## config.mk

```make
export PLATFORM = sky130hd
export DESIGN_NAME = lbs_ctrl
export DESIGN_NICKNAME = d
export VERILOG_FILES = /design/src/lbs_pkg.sv /design/src/lbs_lamp_detect.sv /design/src/lbs_ctrl.sv
export VERILOG_INCLUDE_DIRS = /design/src
export SDC_FILE = /design/constraint.sdc
export NUM_CORES = 1
export LEC_CHECK = 0
export BUFFER_PORTS_ARGS = -buffer_cell sky130_fd_sc_hd__buf_2
export CORE_MARGIN = 3
export CORE_UTILIZATION = 51
export DETAILED_ROUTE_END_ITERATION = 6
export GPL_ROUTABILITY_DRIVEN = 0
export HOLD_SLACK_MARGIN = 0.15
export PLACE_DENSITY = 0.81
export RECOVER_POWER = 25
export SKIP_LAST_GASP = 1
export SYNTH_ARGS = -nofsm -noshare
export SYNTH_HDL_FRONTEND = slang
export SYNTH_SLANG_ARGS = --single-unit
```

## constraint.sdc

```tcl
create_clock -name aclk -period 4.1 [get_ports aclk]
set_input_delay 0.82 -clock aclk [delete_from_list [all_inputs] [get_ports aclk]]
set_output_delay 0.82 -clock aclk [all_outputs]
set_load 0.05 [all_outputs]
```

## src/lbs_regs.svh

```systemverilog
// Register map, reset values and timing counts of the ballast sequencer
// Behaviour
// Preheat starts at top frequency, holds until PFC, timer node, lamp voltage good.
// Preheat: low-side current above threshold raises frequency, below lowers it.
// Fixed preheat: resistor current vs four fifths oscillator current steers frequency.
// Current and fixed-frequency preheat adjustments act together, not exclusively.
// Programmable timer ends preheat; sequencer then goes straight to ignition.
// Ignition sweeps frequency down until lamp-on or lowest frequency.
// Lamp-on after fixed delay: current above, voltage below for over half each cycle.
// Saturation, overvoltage or hard switching in ignition freezes frequency, starts fault timer.
// Fault timeout: first attempt goes to auto-restart, otherwise to stop.
// Auto-restart draws restart current; supply below restart level returns to standby.
// Burn enables lamp current loop, protections and boost.
// Setpoint is reference when dimming absent or above it, else dimming level.
// Dimming level clamped to reference; open input floats up to that clamp.
// Burn loop follows lamp current minus setpoint; higher integrator means lower frequency.
// Frequency never below lowest limit except during boost; stays there if unregulated. After boost, current above setpoint raises it from below.
// Grounded lamp current sense gives lowest frequency and no dimming.
// Supply stop or overtemperature halts oscillation with low-side gate high, then standby.
// Thresholds arrive as synchronous flags; frequency is bounded up/down control word.
`ifndef LBS_REGS_SVH
`define LBS_REGS_SVH

`define LBS_OFF_CTRL 8'h00
`define LBS_OFF_STATUS 8'h04
`define LBS_OFF_FREQ 8'h08
`define LBS_OFF_PH_TIME 8'h0C
`define LBS_OFF_FAULT_TIME 8'h10
`define LBS_OFF_REF_LEVEL 8'h14
`define LBS_OFF_IRQ_STAT 8'h18
`define LBS_OFF_IRQ_MASK 8'h1C

`define LBS_CTRL_RUN 0
`define LBS_CTRL_FIXED 1
`define LBS_STAT_ATTEMPT 4
`define LBS_STAT_LAMP_ON 5

`define LBS_IRQ_LAMP_ON 0
`define LBS_IRQ_FAULT 1
`define LBS_IRQ_HALT 2
`define LBS_IRQ_STOP 3

`define LBS_CTRL_RST 2'h1
`define LBS_PH_TIME_RST 16'h2000
`define LBS_FAULT_TIME_RST 16'h1000
`define LBS_REF_LEVEL_RST 8'hC0
`define LBS_IRQ_MASK_RST 4'h0

`define LBS_FREQ_MAX 10'h3FF
`define LBS_FREQ_MIN 10'h080
`define LBS_FREQ_BOOST_MIN 10'h040

`define LBS_CLK_PERIOD_NS 20
`define LBS_LOD_DELAY_NS 20000
`define LBS_LOD_CYCLES ((`LBS_LOD_DELAY_NS + `LBS_CLK_PERIOD_NS - 1) / `LBS_CLK_PERIOD_NS)

`define LBS_RESP_OKAY 2'h0
`define LBS_RESP_SLVERR 2'h2

`endif

```

## src/lbs_pkg.sv

```systemverilog
// Types of the ballast sequencer
package lbs_pkg;

	typedef enum logic [2:0] {
		lbs_standby,
		lbs_preheat,
		lbs_ignite,
		lbs_restart,
		lbs_burn,
		lbs_stop
	} lbs_mode_t;

	typedef struct packed {
		lbs_mode_t fsm;
		logic [9:0] freq;
		logic [15:0] tmr;
		logic fault_run;
		logic attempt2;
		logic halt_pend;
		logic [1:0] ctrl;
		logic [15:0] ph_time;
		logic [15:0] fault_time;
		logic [7:0] ref_level;
		logic [3:0] irq_stat;
		logic [3:0] irq_mask;
		logic awready;
		logic wready;
		logic bvalid;
		logic [1:0] bresp;
		logic arready;
		logic rvalid;
		logic [1:0] rresp;
		logic [31:0] rdata;
		logic osc_run;
		logic gate_hold;
		logic restart_en;
		logic burn_en;
		logic irq;
	} lbs_state_t;

	typedef struct packed {
		logic [7:0] below_cnt;
		logic [7:0] total_cnt;
		logic cycle_good;
		logic [15:0] delay_cnt;
		logic lamp_on;
	} lbs_lod_t;

endpackage

```

## src/lbs_lamp_detect.sv

```systemverilog
// Lamp-on detector: half-cycle voltage test, current test and delay
`timescale 1ns/10ps
`default_nettype none
`include "lbs_regs.svh"

module lbs_lamp_detect
(
	input wire logic aclk, // System clock
	input wire logic aresetn, // Synchronous reset, active low
	input wire logic enable, // Detection armed
	input wire logic osc_cycle, // Pulse at start of each switching cycle
	input wire logic vfb_below_lod, // Lamp voltage below detection level
	input wire logic ifb_above_lod, // Rectified lamp current above level
	output logic lamp_on // Lamp-on declared
);

	localparam logic [15:0] LOD_CYC = 16'(`LBS_LOD_CYCLES);

	lbs_pkg::lbs_lod_t st;
	lbs_pkg::lbs_lod_t nx;

	always_comb
	begin
		nx = st;
		nx.total_cnt = st.total_cnt + ((st.total_cnt != 8'hFF) ? 8'h01 : 8'h00);
		nx.below_cnt = st.below_cnt + ((vfb_below_lod && st.below_cnt != 8'hFF) ? 8'h01 : 8'h00);
		if (osc_cycle)
		begin
			// Strictly more than half of the finished cycle
			nx.cycle_good = ({1'b0, st.below_cnt} << 1) > {1'b0, st.total_cnt};
			nx.total_cnt = 8'h00;
			nx.below_cnt = 8'h00;
		end
		if (!enable || !ifb_above_lod || !st.cycle_good)
		begin
			nx.delay_cnt = 16'h0000;
			nx.lamp_on = 1'b0;
		end
		else if (st.delay_cnt >= LOD_CYC)
		begin
			nx.lamp_on = 1'b1;
		end
		else
		begin
			nx.delay_cnt = st.delay_cnt + 16'h0001;
		end
		if (!enable)
		begin
			nx.cycle_good = 1'b0;
		end
	end

	always_ff @(posedge aclk)
	begin
		if (!aresetn)
		begin
			st <= '0;
		end
		else
		begin
			st <= nx;
		end
	end

	assign lamp_on = st.lamp_on;

endmodule
`default_nettype wire

```

## src/lbs_ctrl.sv

```systemverilog
// Ballast state sequencer with frequency command and AXI4-Lite registers
`timescale 1ns/10ps
`default_nettype none
`include "lbs_regs.svh"

module lbs_ctrl
(
	input wire logic aclk, // System clock, 50 MHz
	input wire logic aresetn, // Synchronous reset, active low
	input wire logic [7:0] s_axi_awaddr, // Write address
	input wire logic s_axi_awvalid, // Write address valid
	output logic s_axi_awready, // Write address ready
	input wire logic [31:0] s_axi_wdata, // Write data
	input wire logic [3:0] s_axi_wstrb, // Write byte strobes
	input wire logic s_axi_wvalid, // Write data valid
	output logic s_axi_wready, // Write data ready
	output logic [1:0] s_axi_bresp, // Write response
	output logic s_axi_bvalid, // Write response valid
	input wire logic s_axi_bready, // Write response ready
	input wire logic [7:0] s_axi_araddr, // Read address
	input wire logic s_axi_arvalid, // Read address valid
	output logic s_axi_arready, // Read address ready
	output logic [31:0] s_axi_rdata, // Read data
	output logic [1:0] s_axi_rresp, // Read response
	output logic s_axi_rvalid, // Read data valid
	input wire logic s_axi_rready, // Read data ready
	input wire logic vdd_startup_ok, // Supply above start-up level
	input wire logic vdd_stop, // Supply below stop level
	input wire logic vdd_restart_low, // Supply below restart level
	input wire logic vdd_reset_low, // Supply below reset level
	input wire logic overtemp, // Overtemperature flag
	input wire logic pfc_feedback_ok, // PFC output sufficient
	input wire logic preheat_timer_cap_ok, // Timer node above short level
	input wire logic lamp_voltage_sense_ok, // Lamp voltage above short level
	input wire logic low_side_current_sense_high, // Above preheat control level
	input wire logic preheat_set_res_larger, // Resistor current above 4/5 VCO
	input wire logic osc_cycle, // Pulse per switching cycle
	input wire logic vfb_below_lod, // Lamp voltage below lamp-on level
	input wire logic ifb_above_lod, // Lamp current above lamp-on level
	input wire logic fault_saturation, // Coil saturation regulation active
	input wire logic fault_overvoltage, // Lamp overvoltage regulation active
	input wire logic fault_hard_switch, // Hard switching regulation active
	input wire logic [7:0] lamp_current_level, // Rectified lamp current level
	input wire logic [7:0] brightness_setpoint_input, // Dimming level
	input wire logic brightness_present, // Dimming input connected
	input wire logic boost_active, // Boost lowers frequency floor
	input wire logic low_side_gate, // Low-side gate is high
	output logic [9:0] freq_cmd, // Switching frequency control word
	output logic osc_run, // Half-bridge oscillating
	output logic standby_gate_on, // Hold low-side gate high
	output logic restart_current_en, // Draw restart supply current
	output logic lamp_reg_en, // Lamp current loop enabled
	output logic prot_en, // Protections enabled
	output logic boost_en, // Boost function enabled
	output logic irq // Interrupt, active high level
);

	localparam logic [9:0] F_MAX = `LBS_FREQ_MAX;
	localparam logic [9:0] F_MIN = `LBS_FREQ_MIN;
	localparam logic [9:0] F_BMIN = `LBS_FREQ_BOOST_MIN;

	lbs_pkg::lbs_state_t st;
	lbs_pkg::lbs_state_t nx;
	logic lamp_on;

	function automatic logic [9:0] f_up(input logic [9:0] f);
		f_up = (f < F_MAX) ? f + 10'h001 : F_MAX;
	endfunction

	function automatic logic [9:0] f_down(input logic [9:0] f, input logic [9:0] floor_f);
		f_down = (f > floor_f) ? f - 10'h001 : floor_f;
	endfunction

	function automatic logic [31:0] merge(input logic [31:0] old, input logic [31:0] d,
		input logic [3:0] strb);
		logic [31:0] r;
		r = old;
		for (int i = 0; i < 4; i++)
		begin
			if (strb[i])
			begin
				r[i*8 +: 8] = d[i*8 +: 8];
			end
		end
		merge = r;
	endfunction

	lbs_lamp_detect u_lod
	(
		.aclk(aclk),
		.aresetn(aresetn),
		.enable(st.fsm == lbs_pkg::lbs_ignite),
		.osc_cycle(osc_cycle),
		.vfb_below_lod(vfb_below_lod),
		.ifb_above_lod(ifb_above_lod),
		.lamp_on(lamp_on)
	);

	logic [7:0] dim_clamped;
	logic [7:0] setpoint;
	logic ph_ready;
	logic ign_fault;
	logic [3:0] ev;
	logic [3:0] w1c;
	logic wr_go;
	logic [31:0] wv;
	logic [31:0] rv;
	logic rd_ok;

	always_comb
	begin
		nx = st;
		ev = 4'h0;
		w1c = 4'h0;
		wv = 32'h0000_0000;
		rv = 32'h0000_0000;
		rd_ok = 1'b1;
		// Dimming clamp and setpoint select
		dim_clamped = (brightness_setpoint_input > st.ref_level) ? st.ref_level
			: brightness_setpoint_input;
		setpoint = brightness_present ? dim_clamped : st.ref_level;
		ph_ready = pfc_feedback_ok && preheat_timer_cap_ok && lamp_voltage_sense_ok;
		ign_fault = fault_saturation || fault_overvoltage || fault_hard_switch;

		case (st.fsm)
			lbs_pkg::lbs_standby:
			begin
				if (vdd_startup_ok && st.ctrl[`LBS_CTRL_RUN])
				begin
					nx.fsm = lbs_pkg::lbs_preheat;
					nx.freq = F_MAX;
					nx.tmr = 16'h0000;
				end
			end
			lbs_pkg::lbs_preheat:
			begin
				if (!ph_ready)
				begin
					nx.freq = F_MAX;
				end
				else
				begin
					// Both preheat loops act at once; either may push upward
					if (low_side_current_sense_high
						|| (st.ctrl[`LBS_CTRL_FIXED] && preheat_set_res_larger))
					begin
						nx.freq = f_up(st.freq);
					end
					else
					begin
						nx.freq = f_down(st.freq, F_MIN);
					end
					if (st.tmr >= st.ph_time)
					begin
						nx.fsm = lbs_pkg::lbs_ignite;
						nx.tmr = 16'h0000;
						nx.fault_run = 1'b0;
					end
					else
					begin
						nx.tmr = st.tmr + 16'h0001;
					end
				end
			end
			lbs_pkg::lbs_ignite:
			begin
				if (lamp_on)
				begin
					nx.fsm = lbs_pkg::lbs_burn;
					nx.fault_run = 1'b0;
					ev[`LBS_IRQ_LAMP_ON] = 1'b1;
				end
				else if (st.fault_run)
				begin
					// Frequency frozen where the fault appeared
					if (st.tmr >= st.fault_time)
					begin
						ev[`LBS_IRQ_FAULT] = 1'b1;
						nx.fault_run = 1'b0;
						if (st.attempt2)
						begin
							nx.fsm = lbs_pkg::lbs_stop;
							ev[`LBS_IRQ_STOP] = 1'b1;
						end
						else
						begin
							nx.fsm = lbs_pkg::lbs_restart;
							nx.attempt2 = 1'b1;
						end
					end
					else
					begin
						nx.tmr = st.tmr + 16'h0001;
					end
				end
				else if (ign_fault || st.freq <= F_MIN)
				begin
					nx.fault_run = 1'b1;
					nx.tmr = 16'h0000;
				end
				else
				begin
					nx.freq = f_down(st.freq, F_MIN);
				end
			end
			lbs_pkg::lbs_restart:
			begin
				if (vdd_restart_low)
				begin
					nx.fsm = lbs_pkg::lbs_standby;
				end
			end
			lbs_pkg::lbs_burn:
			begin
				// Current above setpoint drives the integrator down, frequency up
				if (lamp_current_level > setpoint)
				begin
					nx.freq = f_up(st.freq);
				end
				else if (lamp_current_level < setpoint)
				begin
					nx.freq = f_down(st.freq, boost_active ? F_BMIN : F_MIN);
				end
				else if (!boost_active && st.freq < F_MIN)
				begin
					nx.freq = F_MIN;
				end
			end
			lbs_pkg::lbs_stop:
			begin
				nx.freq = F_MAX;
			end
			default:
			begin
				nx.fsm = lbs_pkg::lbs_standby;
			end
		endcase

		// Stop or overtemperature halts only while the low-side gate is high
		if (st.osc_run && (vdd_stop || overtemp))
		begin
			nx.halt_pend = 1'b1;
		end
		if (st.osc_run && (st.halt_pend || vdd_stop || overtemp) && low_side_gate)
		begin
			nx.fsm = lbs_pkg::lbs_standby;
			nx.halt_pend = 1'b0;
			nx.fault_run = 1'b0;
			ev[`LBS_IRQ_HALT] = 1'b1;
		end
		if (vdd_reset_low)
		begin
			nx.fsm = lbs_pkg::lbs_standby;
			nx.attempt2 = 1'b0;
			nx.halt_pend = 1'b0;
			nx.fault_run = 1'b0;
		end
		if (nx.fsm != lbs_pkg::lbs_preheat && nx.fsm != lbs_pkg::lbs_ignite
			&& nx.fsm != lbs_pkg::lbs_burn)
		begin
			nx.halt_pend = 1'b0;
		end

		// Write channel: both address and data taken in one handshake
		wr_go = s_axi_awvalid && s_axi_wvalid && !st.awready && !st.bvalid;
		nx.awready = wr_go;
		nx.wready = wr_go;
		if (st.bvalid && s_axi_bready)
		begin
			nx.bvalid = 1'b0;
		end
		if (st.awready)
		begin
			nx.bvalid = 1'b1;
			nx.bresp = `LBS_RESP_OKAY;
			case (s_axi_awaddr)
				`LBS_OFF_CTRL:
				begin
					wv = merge({30'h0, st.ctrl}, s_axi_wdata, s_axi_wstrb);
					nx.ctrl = wv[1:0];
				end
				`LBS_OFF_PH_TIME:
				begin
					wv = merge({16'h0, st.ph_time}, s_axi_wdata, s_axi_wstrb);
					nx.ph_time = wv[15:0];
				end
				`LBS_OFF_FAULT_TIME:
				begin
					wv = merge({16'h0, st.fault_time}, s_axi_wdata, s_axi_wstrb);
					nx.fault_time = wv[15:0];
				end
				`LBS_OFF_REF_LEVEL:
				begin
					wv = merge({24'h0, st.ref_level}, s_axi_wdata, s_axi_wstrb);
					nx.ref_level = wv[7:0];
				end
				`LBS_OFF_IRQ_STAT:
				begin
					w1c = s_axi_wstrb[0] ? s_axi_wdata[3:0] : 4'h0;
				end
				`LBS_OFF_IRQ_MASK:
				begin
					wv = merge({28'h0, st.irq_mask}, s_axi_wdata, s_axi_wstrb);
					nx.irq_mask = wv[3:0];
				end
				`LBS_OFF_STATUS, `LBS_OFF_FREQ:
				begin
					nx.bresp = `LBS_RESP_OKAY;
				end
				default:
				begin
					nx.bresp = `LBS_RESP_SLVERR;
				end
			endcase
		end
		// Set wins over a simultaneous write-one-to-clear
		nx.irq_stat = (st.irq_stat & ~w1c) | ev;

		// Read channel
		nx.arready = s_axi_arvalid && !st.arready && !st.rvalid;
		if (st.rvalid && s_axi_rready)
		begin
			nx.rvalid = 1'b0;
		end
		if (st.arready)
		begin
			case (s_axi_araddr)
				`LBS_OFF_CTRL: rv = {30'h0, st.ctrl};
				`LBS_OFF_STATUS: rv = {26'h0, lamp_on, st.attempt2, 1'b0, st.fsm};
				`LBS_OFF_FREQ: rv = {22'h0, st.freq};
				`LBS_OFF_PH_TIME: rv = {16'h0, st.ph_time};
				`LBS_OFF_FAULT_TIME: rv = {16'h0, st.fault_time};
				`LBS_OFF_REF_LEVEL: rv = {24'h0, st.ref_level};
				`LBS_OFF_IRQ_STAT: rv = {28'h0, st.irq_stat};
				`LBS_OFF_IRQ_MASK: rv = {28'h0, st.irq_mask};
				default: rd_ok = 1'b0;
			endcase
			nx.rvalid = 1'b1;
			nx.rdata = rv;
			nx.rresp = rd_ok ? `LBS_RESP_OKAY : `LBS_RESP_SLVERR;
		end

		// Registered port images
		nx.osc_run = (nx.fsm == lbs_pkg::lbs_preheat) || (nx.fsm == lbs_pkg::lbs_ignite)
			|| (nx.fsm == lbs_pkg::lbs_burn);
		nx.gate_hold = (nx.fsm == lbs_pkg::lbs_standby);
		nx.restart_en = (nx.fsm == lbs_pkg::lbs_restart);
		nx.burn_en = (nx.fsm == lbs_pkg::lbs_burn);
		nx.irq = |(nx.irq_stat & nx.irq_mask);
	end

	always_ff @(posedge aclk)
	begin
		if (!aresetn)
		begin
			st <= '0;
			st.fsm <= lbs_pkg::lbs_standby;
			st.freq <= F_MAX;
			st.ctrl <= `LBS_CTRL_RST;
			st.ph_time <= `LBS_PH_TIME_RST;
			st.fault_time <= `LBS_FAULT_TIME_RST;
			st.ref_level <= `LBS_REF_LEVEL_RST;
			st.irq_mask <= `LBS_IRQ_MASK_RST;
			st.gate_hold <= 1'b1;
		end
		else
		begin
			st <= nx;
		end
	end

	assign s_axi_awready = st.awready;
	assign s_axi_wready = st.wready;
	assign s_axi_bvalid = st.bvalid;
	assign s_axi_bresp = st.bresp;
	assign s_axi_arready = st.arready;
	assign s_axi_rvalid = st.rvalid;
	assign s_axi_rdata = st.rdata;
	assign s_axi_rresp = st.rresp;
	assign freq_cmd = st.freq;
	assign osc_run = st.osc_run;
	assign standby_gate_on = st.gate_hold;
	assign restart_current_en = st.restart_en;
	assign lamp_reg_en = st.burn_en;
	assign prot_en = st.burn_en;
	assign boost_en = st.burn_en;
	assign irq = st.irq;

endmodule
`default_nettype wire

```

==> out/results.tsv <==
metric	value	unit
report.final.slew_viol_count	39	
multi_input_area	5020	um2
leakage	4.17	nW
die_area	18500	um2
yosys.area.top_type	dfxtp_1	
dpl-instance-area	9120	um2
cts_hold_buf	0	
core_area	16200	um2
outcome	complete, but fails checks	
worst_ep_required_time	4460	ps
synth_edf_count	0	
detailedPlace.worstSlack	-69.7	ps
wirelength	23300	um
ant_nets	0	
rsz0062_at_grt	no	
grt_pass1_wl	37000	um
layout-drive-gt1-share	13.3	%
fin_skew	8.67	ps
via_per_inst	5.97	
violations	DRC, capacitance limit, slew limit	
worst_slew_pin_slew	1740	ps
root_buffer	clkbuf_16	
fillers	1435	
total_power	3.55	mW
period_share	91.9	%
clkTransAtPathRegs	60	ps
synth_cells	1048	
critPathKind	in -> reg	
clock_sinks	143	
die_y	136	um
synth_cell_type_count	72	
hold_depth	1	
port_buffers	115	
max_slew_margin	-16.2	%
yosysTopAreaCellShare	33.3	%
regToRegSetupSlack	360	ps
antenna_found_initial	0	
finalSetupViolCount	0	
hold_end	s_axi_arready$_SDFF_PN0_	
initial_core_util	53.2	%
postCtsSetupRepairBufs	0	
worstHoldPathType	reg -> reg	
drtPass1Iterations	7	
clk_latency	430	ps
worst_slack	333	ps
post_drt_wl_per_cell	17.1	um
grt.total_usage	25.1	%
synth_area_per_cell	8.21	um2
r2r_end	freq_cmd[6]$_SDFFE_PN1P_	
async_flop_share	0	%
syn_to_final_growth	13.3	%
overflow	0	
grt_pass1_vias	7554	
final_common_cell	dfxtp_1	
cts_tree	built	
hold_viol	0	
yosysSeqAreaShare	33.3	%
ir_worst_vdd	0.310	mV
crit_arrival	4120	ps
final-seq-area	2860	um2
reg2regPathDepth	17	
hold_start	s_axi_rvalid$_SDFFE_PN0P_	
design_area	9750	um2
dp_hpwl	17100	um
h-tree-depth	4	
period_needed	3770	ps
cp_max_fo	10	
grt_max_degree	39	
num_vias	8114	
final_cell_mix	143 x dfxtp_1, 129 x nor2_1, 94 x buf_2	
max_freq	265	MHz
antennaDiodeCount	0	
drc_errors	4	
fin_nets	1290	
rows	46	
crit_path_start_kind	input pin	
drt_iter0_drc	839	
worst_setup_path_end_kind	flop	
synth_ff_type	dfxtp_1	
synthTopCellsByArea	dfxtp_1 33%, ha_1 9.6%, mux2i_1 6.0%	
ctsResizeCount	0	
yosys_warnings	0	
boundaryPins	152	
cap_violations	1	
cts.path.max_buffers	2	
yosys_register_bits	143	
dieWidth	136	um
r2r_start	st[56]$_SDFFE_PN0P_	
numCtsBuffers	17	
synth.cell_area	8610	um2
cellPowerDensity	364	nW/um2
finalSetupTns	0	ps
-- registers in the layout, summed over array words and instances, names as in the netlist, 10 cells and up --
| signal | flops |
|---|---|
| freq_cmd | 10 |
| u_lod.st | 33 |
| st | 72 |
| s_axi_rdata | 16 |
-- power breakdown --
part,total [mW],internal [mW],switching [mW]
Clock,1.74,1.12,0.625
Combinational,0.362,0.119,0.243
Sequential,1.45,1.41,0.0418
-- kinds of logic (layout without fill, tap and decap cells) --
| kind of cell | Yosys count | count (layout) | share of synthesized area (%) |
|---|---|---|---|
| simple gates | 385 | 385 | 22.1 |
| xor+xnor | 25 | 25 | 2.54 |
| other cells | 1 | 18 | 0.0436 |
| mux | 53 | 53 | 6.18 |
| fa+ha+maj | 66 | 66 | 9.60 |
| flops | 143 | 143 | 33.3 |
| buf+inv | 155 | 233 | 9.20 |
| compound gates | 220 | 220 | 17.1 |
-- worst max path at each step --
| stage | start | depth (start not counted) | slack, ps | endpoint |
|---|---|---|---|---|
| final | brightness_setpoint_input[2] | 17 | 330 | freq_cmd[6]$_SDFFE_PN1P_ |
| after detailed placement | brightness_setpoint_input[2] | 17 | -70 | freq_cmd[6]$_SDFFE_PN1P_ |
| after global placement | brightness_setpoint_input[2] | 17 | 0.02 | freq_cmd[6]$_SDFFE_PN1P_ |
| after global routing | brightness_setpoint_input[2] | 16 | 70 | freq_cmd[5]$_SDFFE_PN1P_ |
| after floorplan | brightness_setpoint_input[2] | 16 | 110 | freq_cmd[2]$_SDFFE_PN1P_ |
| after CTS | brightness_setpoint_input[2] | 17 | 350 | freq_cmd[6]$_SDFFE_PN1P_ |
-- layer usage --
layer / share of wire (%) / routed length (um) / global-route usage (%) / vias to the layer above
li1: - / - / - / 3844
met1: 41 / 9610 / 31.6 / 3778
met2: 46 / 10800 / 41.4 / 405
met5: 0 / 0 / 0 / -
met4: 3.9 / 911 / 11.2 / 0
met3: 8.5 / 1990 / 5.44 / 87
-- final cells by class --
class | count | area share (%)
Clock buffer | 20 | 4.68
Clock inverter | 12 | 2.12
Timing Repair Buffer | 134 | 7.02
Multi-Input combinational cell | 767 | 51.5
Tap cell | 216 | 2.77
Sequential cell | 143 | 29.4
Inverter | 67 | 2.58
-- critical path: stages --
cell and delay [ps]:
buf_2 110, ha_1 290, a21oi_1 150, o22ai_1 100
o21ai_0 160, nand3b_1 90, a21boi_0 160, buf_4 200
mux2i_1 210, ha_1 270, a21oi_1 150, o221ai_1 190
a211o_1 320, o22a_1 330, o221a_2 280, and3_1 160
o21ai_1 110
-- Yosys cell counts (6+ instances only) --
master / number
a21o_1: 10
a21oi_1: 81
a222oi_1: 10
a22oi_1: 13
a31oi_1: 9
and2_1: 19
and3_1: 9
buf_2: 9
buf_4: 49
clkbuf_1: 23
dfxtp_1: 143
ha_1: 66
inv_1: 65
mux2i_1: 52
nand2_1: 68
nand2b_1: 15
nand3_1: 44
nand3b_1: 8
nand4_1: 16
nor2_1: 129
nor3_1: 24
nor4_1: 6
o21a_1: 7
o21ai_0: 27
o31ai_1: 11
or3_1: 13
or4_1: 13
xnor2_1: 10
xor2_1: 15
-- per-stage QoR --
stage	std cells	hold WS, ps	util, %
4_1_cts	1359	442	60.5
5_1_grt	1359	465	60.3
3_5_place_dp	1327	433	56.4
6_report	1359	439	60.3
3_3_place_gp	1327	431	56.4
2_1_floorplan	1065	420	-
No activity file was read; power rests on OpenSTA's default activity.
